File: config.mk
export PLATFORM = sky130hd
export DESIGN_NAME = mocrt_top
export DESIGN_NICKNAME = d
export VERILOG_FILES = /design/src/design/mocrt_top.v
export VERILOG_INCLUDE_DIRS = /design/src /design/src/design
export SDC_FILE = /design/constraint.sdc
export NUM_CORES = 1
export LEC_CHECK = 0
export ABC_AREA = 1
export BUFFER_PORTS_ARGS = -buffer_cell sky130_fd_sc_hd__buf_4
export CAP_MARGIN = 0
export CORE_AREA = 5 5 224 226
export CTS_CLUSTER_DIAMETER = 30
export DETAILED_ROUTE_END_ITERATION = 6
export DIE_AREA = 0 0 229 231
export PLACE_DENSITY = 0.73
export SLEW_MARGIN = 30
export SYNTH_ARGS = -nofsm -noshare
export SYNTH_HDL_FRONTEND = slang
export SYNTH_SLANG_ARGS = --single-unit
File: constraint.sdc
create_clock -name mclk -period 3.4 [get_ports mclk]
set_input_delay 0.17 -clock mclk [delete_from_list [all_inputs] [get_ports mclk]]
set_output_delay 0.17 -clock mclk [all_outputs]
set_load 0.02 [all_outputs]
File: src/design/mocrt_map.vh
`ifndef MOCRT_MAP_VH
`define MOCRT_MAP_VH

// Frame framing overhead: destination, source, length/type and FCS.
`define MOCRT_HDR_FCS_BYTES 16'h0012
// Smallest legal frame in bytes.
`define MOCRT_MIN_FRAME 16'h0040
// Default largest legal frame in bytes.
`define MOCRT_MAX_FRAME 16'h05EE
// Default fixed egress latency added to the exit stamp, in time units.
`define MOCRT_EXIT_LATENCY 96'h0
// Reset value of every count and of the wide and narrow stamps.
`define MOCRT_ZERO_COUNT 16'h0000
`define MOCRT_ZERO_WIDE 96'h0
`define MOCRT_ZERO_NARROW 64'h0

`endif

File: src/design/mocrt_top.v
`timescale 1ns/1ps
`default_nettype none
`include "mocrt_map.vh"

// Per-frame payload byte counter for one direction.
module mocrt_octcnt #(
  parameter BW = 7,
  parameter [15:0] MAX_FRAME = `MOCRT_MAX_FRAME
) (
  // Clock and reset
  input wire mclk,
  input wire nrst,
  // Frame beats
  input wire sop,
  input wire beat,
  input wire [BW-1:0] nbytes,
  input wire eop,
  input wire fcs_err,
  input wire len_err,
  // Per-frame result
  output reg [15:0] count,
  output reg count_valid
);
  localparam ST_IDLE = 1'b0;
  localparam ST_FRAME = 1'b1;

  reg state;
  reg next_state;
  reg [15:0] acc;
  reg [15:0] next_acc;
  reg [16:0] sum;
  reg [15:0] total;
  reg take;
  reg close;
  reg qualify;

  // Beat accounting and frame qualification.
  always @* begin
    // A beat counts only when it opens a frame or falls inside one.
    take = beat && (sop || state == ST_FRAME);
    close = take && eop;
    sum = {1'b0, (sop ? `MOCRT_ZERO_COUNT : acc)} + {{(17-BW){1'b0}}, nbytes};
    // Saturate so a runaway frame stays oversized instead of wrapping.
    total = sum[16] ? 16'hFFFF : sum[15:0];
    qualify = !fcs_err && !len_err && (total >= `MOCRT_MIN_FRAME) && (total <= MAX_FRAME);
    next_acc = take ? total : acc;
  end

  // Frame tracking.
  always @* begin
    next_state = state;
    case (state)
      ST_IDLE: begin
        if (take && !eop) begin
          next_state = ST_FRAME;
        end
      end
      ST_FRAME: begin
        if (close) begin
          next_state = ST_IDLE;
        end
      end
      default: begin
        next_state = ST_IDLE;
      end
    endcase
  end

  always @(posedge mclk) begin
    if (!nrst) begin
      state <= ST_IDLE;
      acc <= `MOCRT_ZERO_COUNT;
      count <= `MOCRT_ZERO_COUNT;
      count_valid <= 1'b0;
    end else begin
      state <= next_state;
      acc <= next_acc;
      count_valid <= close && qualify;
      if (close && qualify) begin
        count <= total - `MOCRT_HDR_FCS_BYTES;
      end
    end
  end
endmodule

// Capture stage for one arrival stamp format.
module mocrt_stamp_hold #(
  parameter W = 96,
  parameter EN = 1
) (
  // Clock and reset
  input wire mclk,
  input wire nrst,
  // Capture strobe and running time
  input wire capture,
  input wire [W-1:0] time_in,
  // Time captured at the last arrival
  output reg [W-1:0] held
);
  reg [W-1:0] next_held;

  always @* begin
    next_held = held;
    // A disabled format keeps a zero stamp so no stale time leaks out.
    if (capture && EN != 0) begin
      next_held = time_in;
    end
  end

  always @(posedge mclk) begin
    if (!nrst) begin
      held <= {W{1'b0}};
    end else begin
      held <= next_held;
    end
  end
endmodule

// Notes on behaviour
// - Receive counts produced on mclk.
// - Transmit counts produced on mclk.
// - Sixteen-bit payload count per direction.
// - Transmit valid pulses only for qualifying frames.
// - Receive valid pulses only for qualifying frames.
// - Qualifying: no FCS, size or length error.
// - With timing enabled, stamp every received packet.
// - Stamp presented two cycles after link arrival.
// - Stamp sampled at link arrival, then held.
// - Fingerprint passes through unmodified.
// - With timing and the wide format enabled, outgoing timing packets get two-step exit stamps.
// - Hardware stamping only, no protocol layers.
// - Counts work without statistics counters.
module mocrt_top #(
  parameter BW = 7,
  parameter FPW = 8,
  parameter PTP_EN = 1,
  parameter WIDE_EN = 1,
  parameter NARROW_EN = 1,
  parameter [15:0] MAX_FRAME = `MOCRT_MAX_FRAME,
  parameter [95:0] EXIT_LATENCY = `MOCRT_EXIT_LATENCY
) (
  // Clock and reset
  input wire mclk,
  input wire nrst,
  // Transmit frame beats
  input wire tx_sop,
  input wire tx_beat,
  input wire [BW-1:0] tx_nbytes,
  input wire tx_eop,
  input wire tx_fcs_err,
  input wire tx_len_err,
  // Transmit per-frame count
  output wire [15:0] tx_octet_count,
  output wire tx_octet_valid,
  // Receive frame beats
  input wire rx_sop,
  input wire rx_beat,
  input wire [BW-1:0] rx_nbytes,
  input wire rx_eop,
  input wire rx_fcs_err,
  input wire rx_len_err,
  // Receive per-frame count
  output wire [15:0] rx_octet_count,
  output wire rx_octet_valid,
  // Time inputs from the wall_time_source
  input wire [95:0] rx_clock_time_wide_in,
  input wire [63:0] rx_clock_time_narrow_in,
  input wire [95:0] tx_clock_time_wide_in,
  // Receive arrival stamp
  input wire rx_link_arrival,
  output reg [95:0] rx_arrival_stamp_wide,
  output reg [63:0] rx_arrival_stamp_narrow,
  // Transmit two-step stamp request
  input wire tx_stamp_req,
  input wire [FPW-1:0] tx_stamp_fp_in,
  output reg [95:0] tx_exit_stamp_wide,
  output reg [FPW-1:0] tx_exit_stamp_fp,
  output reg tx_exit_stamp_valid
);
  reg [95:0] pend_wide;
  reg [FPW-1:0] pend_fp;
  reg pend;
  reg next_pend;
  reg [95:0] next_pend_wide;
  reg [FPW-1:0] next_pend_fp;
  reg next_exit_valid;
  reg [95:0] next_exit_wide;
  reg [FPW-1:0] next_exit_fp;
  wire [95:0] held_wide;
  wire [63:0] held_narrow;
  // One arrival stamp is shown two cycles after its arrival; a new arrival replaces it.
  wire rx_capture = rx_link_arrival && (PTP_EN != 0);
  wire exit_req = tx_stamp_req && tx_sop && tx_beat && (PTP_EN != 0) && (WIDE_EN != 0);
  wire [95:0] exit_time = tx_clock_time_wide_in + EXIT_LATENCY;

  mocrt_octcnt #(.BW(BW), .MAX_FRAME(MAX_FRAME)) u_tx_cnt (
    .mclk(mclk),
    .nrst(nrst),
    .sop(tx_sop),
    .beat(tx_beat),
    .nbytes(tx_nbytes),
    .eop(tx_eop),
    .fcs_err(tx_fcs_err),
    .len_err(tx_len_err),
    .count(tx_octet_count),
    .count_valid(tx_octet_valid)
  );

  mocrt_octcnt #(.BW(BW), .MAX_FRAME(MAX_FRAME)) u_rx_cnt (
    .mclk(mclk),
    .nrst(nrst),
    .sop(rx_sop),
    .beat(rx_beat),
    .nbytes(rx_nbytes),
    .eop(rx_eop),
    .fcs_err(rx_fcs_err),
    .len_err(rx_len_err),
    .count(rx_octet_count),
    .count_valid(rx_octet_valid)
  );

  mocrt_stamp_hold #(.W(96), .EN(WIDE_EN)) u_rx_wide (
    .mclk(mclk),
    .nrst(nrst),
    .capture(rx_capture),
    .time_in(rx_clock_time_wide_in),
    .held(held_wide)
  );

  mocrt_stamp_hold #(.W(64), .EN(NARROW_EN)) u_rx_narrow (
    .mclk(mclk),
    .nrst(nrst),
    .capture(rx_capture),
    .time_in(rx_clock_time_narrow_in),
    .held(held_narrow)
  );

  always @(posedge mclk) begin
    if (!nrst) begin
      rx_arrival_stamp_wide <= `MOCRT_ZERO_WIDE;
      rx_arrival_stamp_narrow <= `MOCRT_ZERO_NARROW;
    end else begin
      rx_arrival_stamp_wide <= held_wide;
      rx_arrival_stamp_narrow <= held_narrow;
    end
  end

  // Two-step stamps: one frame at a time waits between its request and its end.
  always @* begin
    next_pend = pend;
    next_pend_wide = pend_wide;
    next_pend_fp = pend_fp;
    next_exit_valid = 1'b0;
    next_exit_wide = tx_exit_stamp_wide;
    next_exit_fp = tx_exit_stamp_fp;
    if (exit_req) begin
      if (tx_eop) begin
        // A single-beat frame is already complete, so its stamp leaves at once.
        next_pend = 1'b0;
        next_exit_valid = 1'b1;
        next_exit_wide = exit_time;
        next_exit_fp = tx_stamp_fp_in;
      end else begin
        next_pend = 1'b1;
        next_pend_wide = exit_time;
        next_pend_fp = tx_stamp_fp_in;
      end
    end else if (pend && tx_beat && tx_eop) begin
      next_pend = 1'b0;
      next_exit_valid = 1'b1;
      next_exit_wide = pend_wide;
      next_exit_fp = pend_fp;
    end
  end

  always @(posedge mclk) begin
    if (!nrst) begin
      pend <= 1'b0;
      pend_wide <= `MOCRT_ZERO_WIDE;
      pend_fp <= {FPW{1'b0}};
      tx_exit_stamp_wide <= `MOCRT_ZERO_WIDE;
      tx_exit_stamp_fp <= {FPW{1'b0}};
      tx_exit_stamp_valid <= 1'b0;
    end else begin
      pend <= next_pend;
      pend_wide <= next_pend_wide;
      pend_fp <= next_pend_fp;
      tx_exit_stamp_valid <= next_exit_valid;
      tx_exit_stamp_wide <= next_exit_wide;
      tx_exit_stamp_fp <= next_exit_fp;
    end
  end
endmodule

`default_nettype wire

# [Word-level counts from Yosys, hierarchy flattened]
# Cells that the tools add are included.
[op_classes] addsub=4 n_lt_le_gt_ge=4 n_eq_ne=1 muxes=22 n_bitwise=3 reduce_logical=29
[ops] operator="2-to-1 mux 96 bit" n=3
[ops] operator="2-to-1 mux 16 bit" n=4
[ops] operator="adder 16 x 7 -> 17 bit" n=2
[ops] operator="greater-or-equal comparator 16 x 7 -> 1 bit, second input constant" n=2
[ops] operator="less-or-equal comparator 16 x 11 -> 1 bit, second input constant" n=2
[ops] operator="subtractor 16 x 5 -> 16 bit, second input constant" n=2
[ops] operator="2-to-1 mux 8 bit" n=3
[ops] operator="logical AND 1 bit" n=18
[ops] operator="2-to-1 mux 1 bit" n=10
[ops] operator="logical NOT 1 bit" n=6
[ops] operator="one-hot mux 1 bit (2 select lines)" n=2
[ops] operator="AND reduction 2 bit" n=2
[ops] operator="inverter 1 bit" n=3
[ops] operator="logical OR 1 bit" n=2
[ops] operator="inequality test 2 bit, second input constant" n=1
[ops] operator="nonzero test 2 bit" n=1
[word_totals] regBits=598 input_bits=292 output_inout_bits=299 word_cells=81

# [Longest topological paths before layout]
# Gate-level depths: netlist (run 1).
[logic_depth] ltp_word=7 mapped_depth=21 depth_no_buf=20

# [By module]
# From an unflattened synthesis (run 1), not the netlist that was laid out.
[hier_totals] cells_unflattened=3632 hier_area_um2=25150.4
[by_module_without_submodules] module="mocrt_top" instances=1 cells_per_inst=1785 area_each_um2=13465.4 seq_area_each_um2=7407.1
[by_module_without_submodules] module="mocrt_octcnt" instances=2 cells_per_inst=417 area_each_um2=2487.4 seq_area_each_um2=680.7
[by_module_without_submodules] module="mocrt_stamp_hold (u_rx_wide)" instances=1 cells_per_inst=608 area_each_um2=4040.1 seq_area_each_um2=1921.8
[by_module_without_submodules] module="mocrt_stamp_hold (u_rx_narrow)" instances=1 cells_per_inst=405 area_each_um2=2670.1 seq_area_each_um2=1281.2

# [Worst setup path before layout (run 1)]
# Ideal clock, no wire load.
[synth_timing] path_kind="in2reg" from="input port rx_sop" to="register u_rx_cnt.count[9]" setup_ns=0.064 arrival_ns=2.639 t_required_ns=3.336 slack_ns=0.697 path_stages=20 path_buffers=2 path_cell_list="buf_2 -> nor2_1 -> ha_1 -> fa_1 -> nand3_1 -> nand3_1 -> nand2_1 -> nand2_2 -> nand2_2 -> buf_6 -> nand2_1 -> inv_1 -> ha_1 -> nand3_1 -> nand2_1 -> nand3_1 -> nor3_2 -> xor2_1 -> nor2_1 -> nor2_1"
[synth_via] elab_chain_cells=7 word_cells_on_any_way=12 classes_between="2 x add/sub; 2 x order compare; 2 x mux; 6 x reduce/logical"
[synth_lines] element="from (decl)" line="mocrt_top.v:156" text="input wire rx_sop,"
[synth_lines] element="2-to-1 mux 16 bit" line="mocrt_top.v:42" text="sum = {1'b0, (sop ? `MOCRT_ZERO_COUNT : acc)} + {{(17-BW){1'b0}}, nbytes};"
[synth_lines] element="adder 16 x 7 -> 17 bit" line="mocrt_top.v:42"
[synth_lines] element="2-to-1 mux 16 bit" line="mocrt_top.v:44" text="total = sum[16] ? 16'hFFFF : sum[15:0];"
[synth_lines] element="greater-or-equal comparator 16 x 7 -> 1 bit (no line)"
[synth_lines] element="logical AND 1 bit (2 in series)" line="mocrt_top.v:45" text="qualify = !fcs_err && !len_err && (total >= `MOCRT_MIN_FRAME) && (total <= MAX_FRAME);"
[synth_lines] element="logical AND 1 bit" line="mocrt_top.v:79" text="if (close && qualify) begin"
[synth_lines] element="to (signal assigned)" line="mocrt_top.v:73" text="count <= `MOCRT_ZERO_COUNT;"
[synth_lines] element="to (signal assigned)" line="mocrt_top.v:80" text="count <= total - `MOCRT_HDR_FCS_BYTES;"
[synth_lines] element="to (decl)" line="mocrt_top.v:21" text="output reg [15:0] count,"
# Parallel ways exist; a longest one is shown, timed or not.
# A chain may end at the register's enable or synchronous reset.

# [Worst setup path after layout (run 1)]
[layout_timing] from="register u_rx_cnt.acc[0]" to="register u_rx_cnt.count[9]"
[layout_via] elab_chain_cells=7 word_cells_on_any_way=9 classes_between="2 x add/sub; 2 x order compare; 2 x mux; 3 x reduce/logical"
[layout_lines] element="from (decl)" line="mocrt_top.v:29" text="reg [15:0] acc;"
[layout_lines] element="from (signal assigned)" line="mocrt_top.v:72" text="acc <= `MOCRT_ZERO_COUNT;"
[layout_lines] element="from (signal assigned)" line="mocrt_top.v:77" text="acc <= next_acc;"
[layout_lines] element="2-to-1 mux 16 bit *" line="mocrt_top.v:42"
[layout_lines] element="adder 16 x 7 -> 17 bit *" line="mocrt_top.v:42"
[layout_lines] element="2-to-1 mux 16 bit *" line="mocrt_top.v:44"
[layout_lines] element="greater-or-equal comparator 16 x 7 -> 1 bit (no line)"
[layout_lines] element="logical AND 1 bit (2 in series)" line="mocrt_top.v:45"
[layout_lines] element="logical AND 1 bit" line="mocrt_top.v:79"
# Every way passes the cells marked *; elsewhere a longest branch is shown, timed or not.

==> impl_results.md, run 1 <==
* Clock latency on the worst-skew pair at 0.67 ns
* Final setup viols at 0
* CTS Buffer Depth at 3
* Cts bufs inserted at around 110
* Crit-path slowest cell: fa_1
* Final hold vios at 0
* Slew at the pin with the worst max-slew slack at 1.12 ns
* Most frequent cell after synthesis: nor2_1
* Initial drt markers at between 1,500 and 2,000
* Yosys Warn Count at 0
* Arrival time worst endpoint at between 3 and 4 ns
* Final WL at 81.6 mm
* Top post-synthesis cells by area: dfxtp_1 53%, nor2_1 11%, nand2_1 9.3%
* Residual DRC count at 0
* Delay-heaviest family, CP: simple AND/OR/NAND/NOR gates
* Antenna viol nets, final at 0
* RSZ-0062 raised after global routing: false
* Initial core utilization at between 40% and 50%
* CTS tree: yes
* Port Buf Inserts at between 500 and 600
* Critical path's most frequent cell: nand3_1
* P per Cell Area at ~610 nW/um^2
* Clock Pin Slew Worst Setup and Hold Paths at ~0.050 ns
* Clock sinks at 598
* Root Buffer Master: clkbuf_16
* Filler cells at around 3,400
* CP endpoint kind: flop
* Area growth from synthesis to layout at 51.5%
* Max Fclk at around 330 MHz
* FF-to-FF setup slack at 0.33 ns
* Period utilisation layout at about nine tenths
* Maximum vdd ir drop at 0.479 mV
* EDFF count, synth at 0
* IO Pins at between 500 and 600
* Worst Setup SP: u_rx_cnt.acc[0]
* Setup TNS at 0 ns
* HP Class: in -> reg
* Dpl hpwl at 46.5 mm
* Global-route usage over all layers at between 20 and 30%
* Tot Pwr at about 21 mW
* First-pass GRT wire length at 127 mm
* Distinct cell type count after synthesis at 36
* CP required at slightly below 4 ns
* Multi-input logic area at around 9000 sq um
* Layout cells sized above 1 at roughly 22%
* Number of global-route vias before repair at 23,500
* Critical path class: reg -> reg
* Synth Flop Type: dfxtp_1
* Die Span X at about 230 um
* Gpl congestion at 0.900
* Setup repair bufs after CTS at 0
* Gr ovfl total at 0
* Tmin final at between 3 and 4 ns
* Buffer and inverter count on the worst path at 2
* Core area at ~48,000 sq um
* Final Skew at around 0.022 ns
* FF+latch area at approximately 12,000 sq um
* Worst-path maximum fanout at 14
* Drt first pass iters at 6
* Largest net degree at the start of global routing at between 200 and 250
* Worst r2r path cells at 19
* # rows at 81
* Seq/Total Area, Yosys at 52.8%
* Max transition margin at approximately a quarter
* #FFs+latches synth at 598
* Post-synth top area share at between 50 and 60%
* Syn Nets at ~3,300
* Die H at roughly 230 um
* FF-to-FF End: u_rx_cnt.count[9]
* Status: completed
* Avg Inst Size Synth at ~7.5 sq um
* Via density at ~5
* Reg2reg start: u_rx_cnt.acc[0]
* Asr flop ratio synth at 0%
* Worst path max stage delay at about 0.42 ns
* Critical path endpoint: u_rx_cnt.count[9]
* Die area at 52,900 sq um
* CP Launch Type: flop
* H-Tree Depth at 3
* Leak pwr at approximately 17 nW
* Max-slew violation count at 0
* Max_cap viols at 0
* Initial antenna violation count at 6
* Stages on the worst setup path at 19
* WL per Instance at between 15 and 20 um
* Cells after Synth at ~3,000
* Synth Cell Area at approximately 23,000 sq um
* Crit path cell chain: inv_1 -> nor2_1 -> ha_1 -> fa_1 -> nand3_1 -> nand3_1 -> nand2_1 -> nand2_2 -> nand2_2 -> nand2_1 -> inv_1 -> ha_1 -> nand3_1 -> nand2_1 -> nand3_1 -> nor3_2 -> xor2_1 -> nor2_1 -> nor2_1
* Final #Nets at about 4,200
* Largest area contributor in the netlist: dfxtp_1
* Via count at approximately 23,000
* Top cells by count, synth: 653 x nor2_1, 598 x dfxtp_1, 564 x nand2_1
==> state kept, by name (all words and copies together), names as in the netlist, named ones only <==
signal	count
pend_wide	96
rx_arrival_stamp_wide	96
tx_exit_stamp_wide	96
u_rx_wide.held	96
rx_arrival_stamp_narrow	64
u_rx_narrow.held	64
u_rx_cnt.acc	16
u_rx_cnt.count	16
u_tx_cnt.acc	16
u_tx_cnt.count	16
pend_fp	8
tx_exit_stamp_fp	8
pend	1
tx_exit_stamp_valid	1
u_rx_cnt.count_valid	1
u_tx_cnt.count_valid	1
==> placed cells by master (no fill, tap or decap), drive strengths merged, types with 9 or more instances in the layout <==
master / Yosys / layout
nand3: 79 / 79
o21ai: 400 / 400
a21oi: 40 / 40
dfxtp: 598 / 598
clkinv: 1 / 32
buf: 11 / 610
inv: 295 / 302
o211ai: 9 / 9
nand2: 578 / 578
ha: 18 / 18
nand4: 11 / 11
clkbuf: 171 / 146
xor2: 12 / 12
a31oi: 105 / 105
clkinvlp: 0 / 18
bufinv: 0 / 10
dlygate4sd3: 0 / 296
nor2: 669 / 669
==> through the flow <==
stage                     hold WS (ns)  instances  cell area (sq um)  utilization (%)  setup WS, ns
after floorplan                  0.260       3023              22700                -         0.697
after global placement           0.361       4073              27400             56.9         0.379
after detailed placement         0.359       4073              27400             56.9         0.333
after CTS                       0.0150       4581              34300             71.3         0.355
after global routing             0.105       4586              34300             71.3        0.0295
final                           0.0732       4589              34300             71.3         0.328
==> report_power, final <==
| part | switching [mW] | internal (mW) |
|---|---|---|
| combinational | 1.25 | 0.943 |
| clock | 3.88 | 7.35 |
| sequential | 0.179 | 7.38 |
| total | 5.30 | 15.7 |
==> worst min path at each step <==
stage,to,from,depth (start not counted),slack [ns]
2_1_floorplan,flop,rx_eop,1,0.26
3_3_place_gp,flop,rx_eop,2,0.36
3_5_place_dp,flop,rx_eop,2,0.36
4_1_cts,u_rx_cnt.acc[0],rx_nbytes[0],6,0.02
5_1_grt,u_rx_cnt.count[0],rx_nbytes[0],6,0.11
6_report,u_rx_cnt.acc[0],rx_nbytes[0],6,0.07
==> timing repair <==
action                                  4_1_cts  5_1_grt
endpoints found under the setup margin        0        0
resized for setup                             0        0
hold buffers                                296        0
hold endpoints to repair                    388        0
==> cells by family after synthesis <==
kind of cell | share of synthesized area [%]
adder cells (fa/ha/maj) | 1.17
flip-flops | 52.8
XOR/XNOR | 0.657
buffers and inverters | 8.14
AND/OR/NAND/NOR | 24.0
AO/OA/AOI/OAI | 13.3
==> worst register-to-register path, delay by kind of cell, from the launching register on <==
kind                       cells  cell delay (ns)
and+or+nand+nor               13             1.53
DFF                            1             0.31
buffers and inverters          2             0.16
xor gates and xnor gates       1             0.16
adders and majority gates      3             0.85
==> routing by layer <==
metal	track usage, %	up-vias	wire length [um]
li1	-	11300	-
met1	33.0	10800	30300
met2	49.2	1052	39100
met3	8.29	351	6520
met4	18.9	0	5600
met5	0	-	0
==> cell type report <==
class | instances | area share (%)
clock buffers | 146 | 9.21
inverters | 296 | 3.26
repair buffers | 906 | 22.2
diodes | 8 | 0.0583
multi-input cells | 1947 | 25.9
clock inverters | 66 | 2.25
well taps | 622 | 2.27
flip-flops and latches | 598 | 34.9
(Power assumes the default switching activity.)
==> inputs of run 2 (changes only) <==
- CORE_AREA: 5 5 224 226 -> default
- CORE_MARGIN: default -> 5
- CORE_UTILIZATION: default -> 51
- DIE_AREA: 0 0 229 231 -> default
- PLACE_DENSITY: 0.73 -> 0.76
- SYNTH_HIERARCHICAL: default -> 1
==> impl_results.md, run 2 <==
* Status: completed
* Clock latency on the worst-skew pair at 0.66 ns (about the same)
* Period utilisation layout at 91.5% (+1.2 points)
* Final Skew at 0.0273 ns (+0.00556 ns)
* Largest area contributor in the netlist: dfxtp_1
* WL per Instance at 18.3 um (+3.0%)
* P per Cell Area at 593 nW/um^2 (-3.0%)
* Final hold vios at 0 (unchanged)
* EDFF count, synth at 0 (unchanged)
* Seq/Total Area, Yosys at 47.6% (-5.2 points)
* Clock sinks at 598 (unchanged)
* Dpl hpwl at 52.6 mm (+13%)
* CTS Buffer Depth at 3 (unchanged)
* Cts bufs inserted at 114 (+0.88%)
* Initial drt markers at 2,707 (+63%)
* CTS tree: yes
* HP Class: in -> reg
* Clock Pin Slew Worst Setup and Hold Paths at 0.05 ns (about the same)
* Tmin final at 3.11 ns (+0.0405 ns)
* Most frequent cell after synthesis: nand2_1
* Hold Startpoint: rx_link_arrival
* Layout cells sized above 1 at 18.9% (-3.2 points)
* Worst path max stage delay at 0.32 ns (-0.10 ns)
* Top post-synthesis cells by area: dfxtp_1 48%, nand2_1 15%, nor2_1 10%
* FF-to-FF setup slack at 0.29 ns (-0.04 ns)
* Yosys Warn Count at 6 (+6)
* Setup TNS at 0 ns (unchanged)
* CP endpoint kind: flop
* Root Buffer Master: clkbuf_16
* Final non-filler cell total at 5,211 (+14%)
* Leak pwr at 19.5 nW (+16%)
* Initial core utilization at 51.5% (+4.4 points)
* Most frequent cells in the layout: 1,001 x nand2_1, 687 x nor2_1, 611 x buf_4
* Crit-path slowest cell: dfxtp_1
* Number of global-route vias before repair at 26,600 (+13%)
* Asr flop ratio synth at 0% (unchanged)
* Final WL at 95.4 mm (+17%)
* Max Fclk at 321 MHz (-1.3%)
* Maximum vdd ir drop at 0.562 mV (+17%)
* Reg2reg start: u_tx_cnt/acc[0]
* Hold Path Depth at 3 (-3)
* H-Tree Depth at 3 (unchanged)
* Area growth from synthesis to layout at 45.3%
* Port Buf Inserts at 590 (unchanged)
* Stages on the worst setup path at 22 (+3)
* Die H at 232 um (+0.46%)
* Largest net degree at the start of global routing at 234 (-2.5%)
* Avg Inst Size Synth at 6.92 sq um (-7.6%)
* Arrival time worst endpoint at 3.69 ns (+0.04 ns)
* Max transition margin at 34.1% (+8.8 points)
* Distinct cell type count after synthesis at 31 (-14%)
* Top cells by count, synth: 1,004 x nand2_1, 687 x nor2_1, 598 x dfxtp_1
* IO Pins at 591 (unchanged)
* CP required at 3.98 ns (about the same)
* CP Launch Type: flop
* Crit path cell chain: inv_1 -> nor2_1 -> ha_1 -> fa_1 -> nand2_1 -> a21oi_2 -> nand2_1 -> nand2_4 -> nand2_2 -> inv_2 -> nor2_1 -> inv_1 -> ha_1 -> nand2_1 -> nand3b_1 -> nand3_1 -> nand2_1 -> nand2_4 -> inv_2 -> nor2_4 -> nor2_1 -> nor2_1
* Worst Hold Path EP: u_rx_narrow/held[12]
* Placed Cells at 4,694 (+15%)
* #FFs+latches synth at 598 (unchanged)
* First-pass GRT wire length at 142 mm (+12%)
* Final setup viols at 0 (unchanged)
* Syn Nets at 3,944 (+18%)
* Die Span X at 232 um (+1.3%)
* Via count at 27,300 (+16%)
* FF-to-FF End: u_tx_cnt/count[1]
* Core area at 48,800 sq um (+1.5%)
* Residual DRC count at 0 (unchanged)
* Antenna viol nets, final at 0 (unchanged)
* Max-slew violation count at 0 (unchanged)
* Tot Pwr at 21.7 mW (+3.3%)
* Worst r2r path cells at 22 (+3)
* Max_cap viols at 0 (unchanged)
* Gr ovfl total at 0 (unchanged)
* Worst-path maximum fanout at 11 (-3)
* Post-synth top area share at 47.6% (-5.2 points)
* Via density at 5.24 (+2.5%)
* Drt first pass iters at 7 (+1)
* Critical path class: reg -> reg
* Cells after Synth at 3,632 (+20%)
* Gpl congestion at 0.911 (+1.3%)
* Final #Nets at 4,748 (+14%)
* Slew at the pin with the worst max-slew slack at 0.988 ns (-0.132 ns)
* # rows at 81 (unchanged)
* Die area at 53,900 sq um (+1.8%)
* Synth Cell Area at 25,200 sq um (+11%)
* Initial antenna violation count at 19 (+13)
* Buffer and inverter count on the worst path at 4 (+2)
* Synth Flop Type: dfxtp_1
* Commonest non-fill, non-tap cell in the layout: nand2_1
* Global-route usage over all layers at 32.4% (+3.1 points)
* Delay-heaviest family, CP: simple AND/OR/NAND/NOR gates
* RSZ-0062 raised after global routing: false
-- run 2: cell types whose count changed after synthesis, moves of 34 or more --
cell,previous run,this run
nand3_1,70,278
a31oi_1,105,0
buf_6,3,41
buf_2,4,42
nand4_1,9,129
clkbuf_1,171,119
nor2_1,653,687
o21ai_0,400,147
nand2_1,564,1004
inv_1,286,449
-- run 2: worst max-delay path by stage --
stage                                from                  to  slack, ns
after global routing      u_tx_cnt/acc[0]   u_tx_cnt/count[3]       0.02
after detailed placement           rx_sop   u_rx_cnt/count[0]       0.11
after CTS                 u_tx_cnt/acc[0]   u_tx_cnt/count[4]       0.14
after global placement             rx_sop  u_rx_cnt/count[10]       0.17
after floorplan                    rx_sop  u_rx_cnt/count[10]       0.45
final                     u_tx_cnt/acc[0]   u_tx_cnt/count[1]       0.29
-- run 2: timing repair --
action,4_1_cts,5_1_grt
hold endpoints to repair,402,0
gates resized for setup,0,5
hold buffers,288,0
setup buffers,0,0
setup endpoints to repair,0,34
-- run 2: report_power, final --
group | internal (mW) | total, mW | switching, mW
clock | 7.72 | 11.8 | 4.09
sequential | 7.34 | 7.51 | 0.169
combinational | 0.960 | 2.35 | 1.39
total | 16.0 | 21.7 | 5.64
-- run 2: per-stage QoR --
step           hold slack (ns)  util, %  setup WS, ns  instance area, sq um
2_1_floorplan            0.260        -         0.452                 25200
3_3_place_gp             0.386     60.4         0.171                 29500
6_report                0.0476     74.8         0.288                 36500
5_1_grt                 0.0626     74.8        0.0185                 36500
3_5_place_dp             0.389     60.4         0.112                 29500
4_1_cts                0.00849     74.6         0.139                 36400
-- run 2: kinds of logic (layout without fill, tap and decap cells) --
| group | Yosys count | after routing | share of synthesized area [%] |
|---|---|---|---|
| other cells | 0 | 18 | 0 |
| flops | 598 | 598 | 47.6 |
| simple gates | 2134 | 2134 | 35.3 |
| buf+inv | 679 | 1576 | 11.8 |
| xor+xnor | 12 | 12 | 0.418 |
| compound gates | 189 | 189 | 3.84 |
| fa+ha+maj | 20 | 20 | 1.05 |
-- run 2: layout make-up --
class	instances	area [sq um]
timing repair buffer	909	7670
clock buffer	139	3080
tap	664	831
sequential	598	12000
clock inverter	70	972
multi-input combinational	2355	10300
antenna	18	45.0
inverter	458	1720
fill	3368	12300
-- run 2: routing by layer --
metal | up-vias | global-route usage [%] | part of all wire [%]
li1 | 12800 | - | -
met3 | 454 | 9.64 | 10
met2 | 1631 | 53.4 | 46
met5 | - | 0 | 0.050
met1 | 12400 | 37.4 | 36
met4 | 8 | 19.5 | 7.1
-- run 2: worst reg2reg max path, stage by stage, from the launching register on --
cell and delay, ns:
dfxtp_1 0.32, inv_1 0.05, nor2_1 0.10, ha_1 0.23, fa_1 0.24, nand2_1 0.10, a21oi_2 0.22, nand2_1 0.16
nand2_4 0.17, nand2_2 0.08, inv_2 0.10, nor2_1 0.07, inv_1 0.09, ha_1 0.14, nand2_1 0.04, nand3b_1 0.15
nand3_1 0.09, nand2_1 0.08, nand2_4 0.14, inv_2 0.06, nor2_4 0.21, nor2_1 0.07, nor2_1 0.11
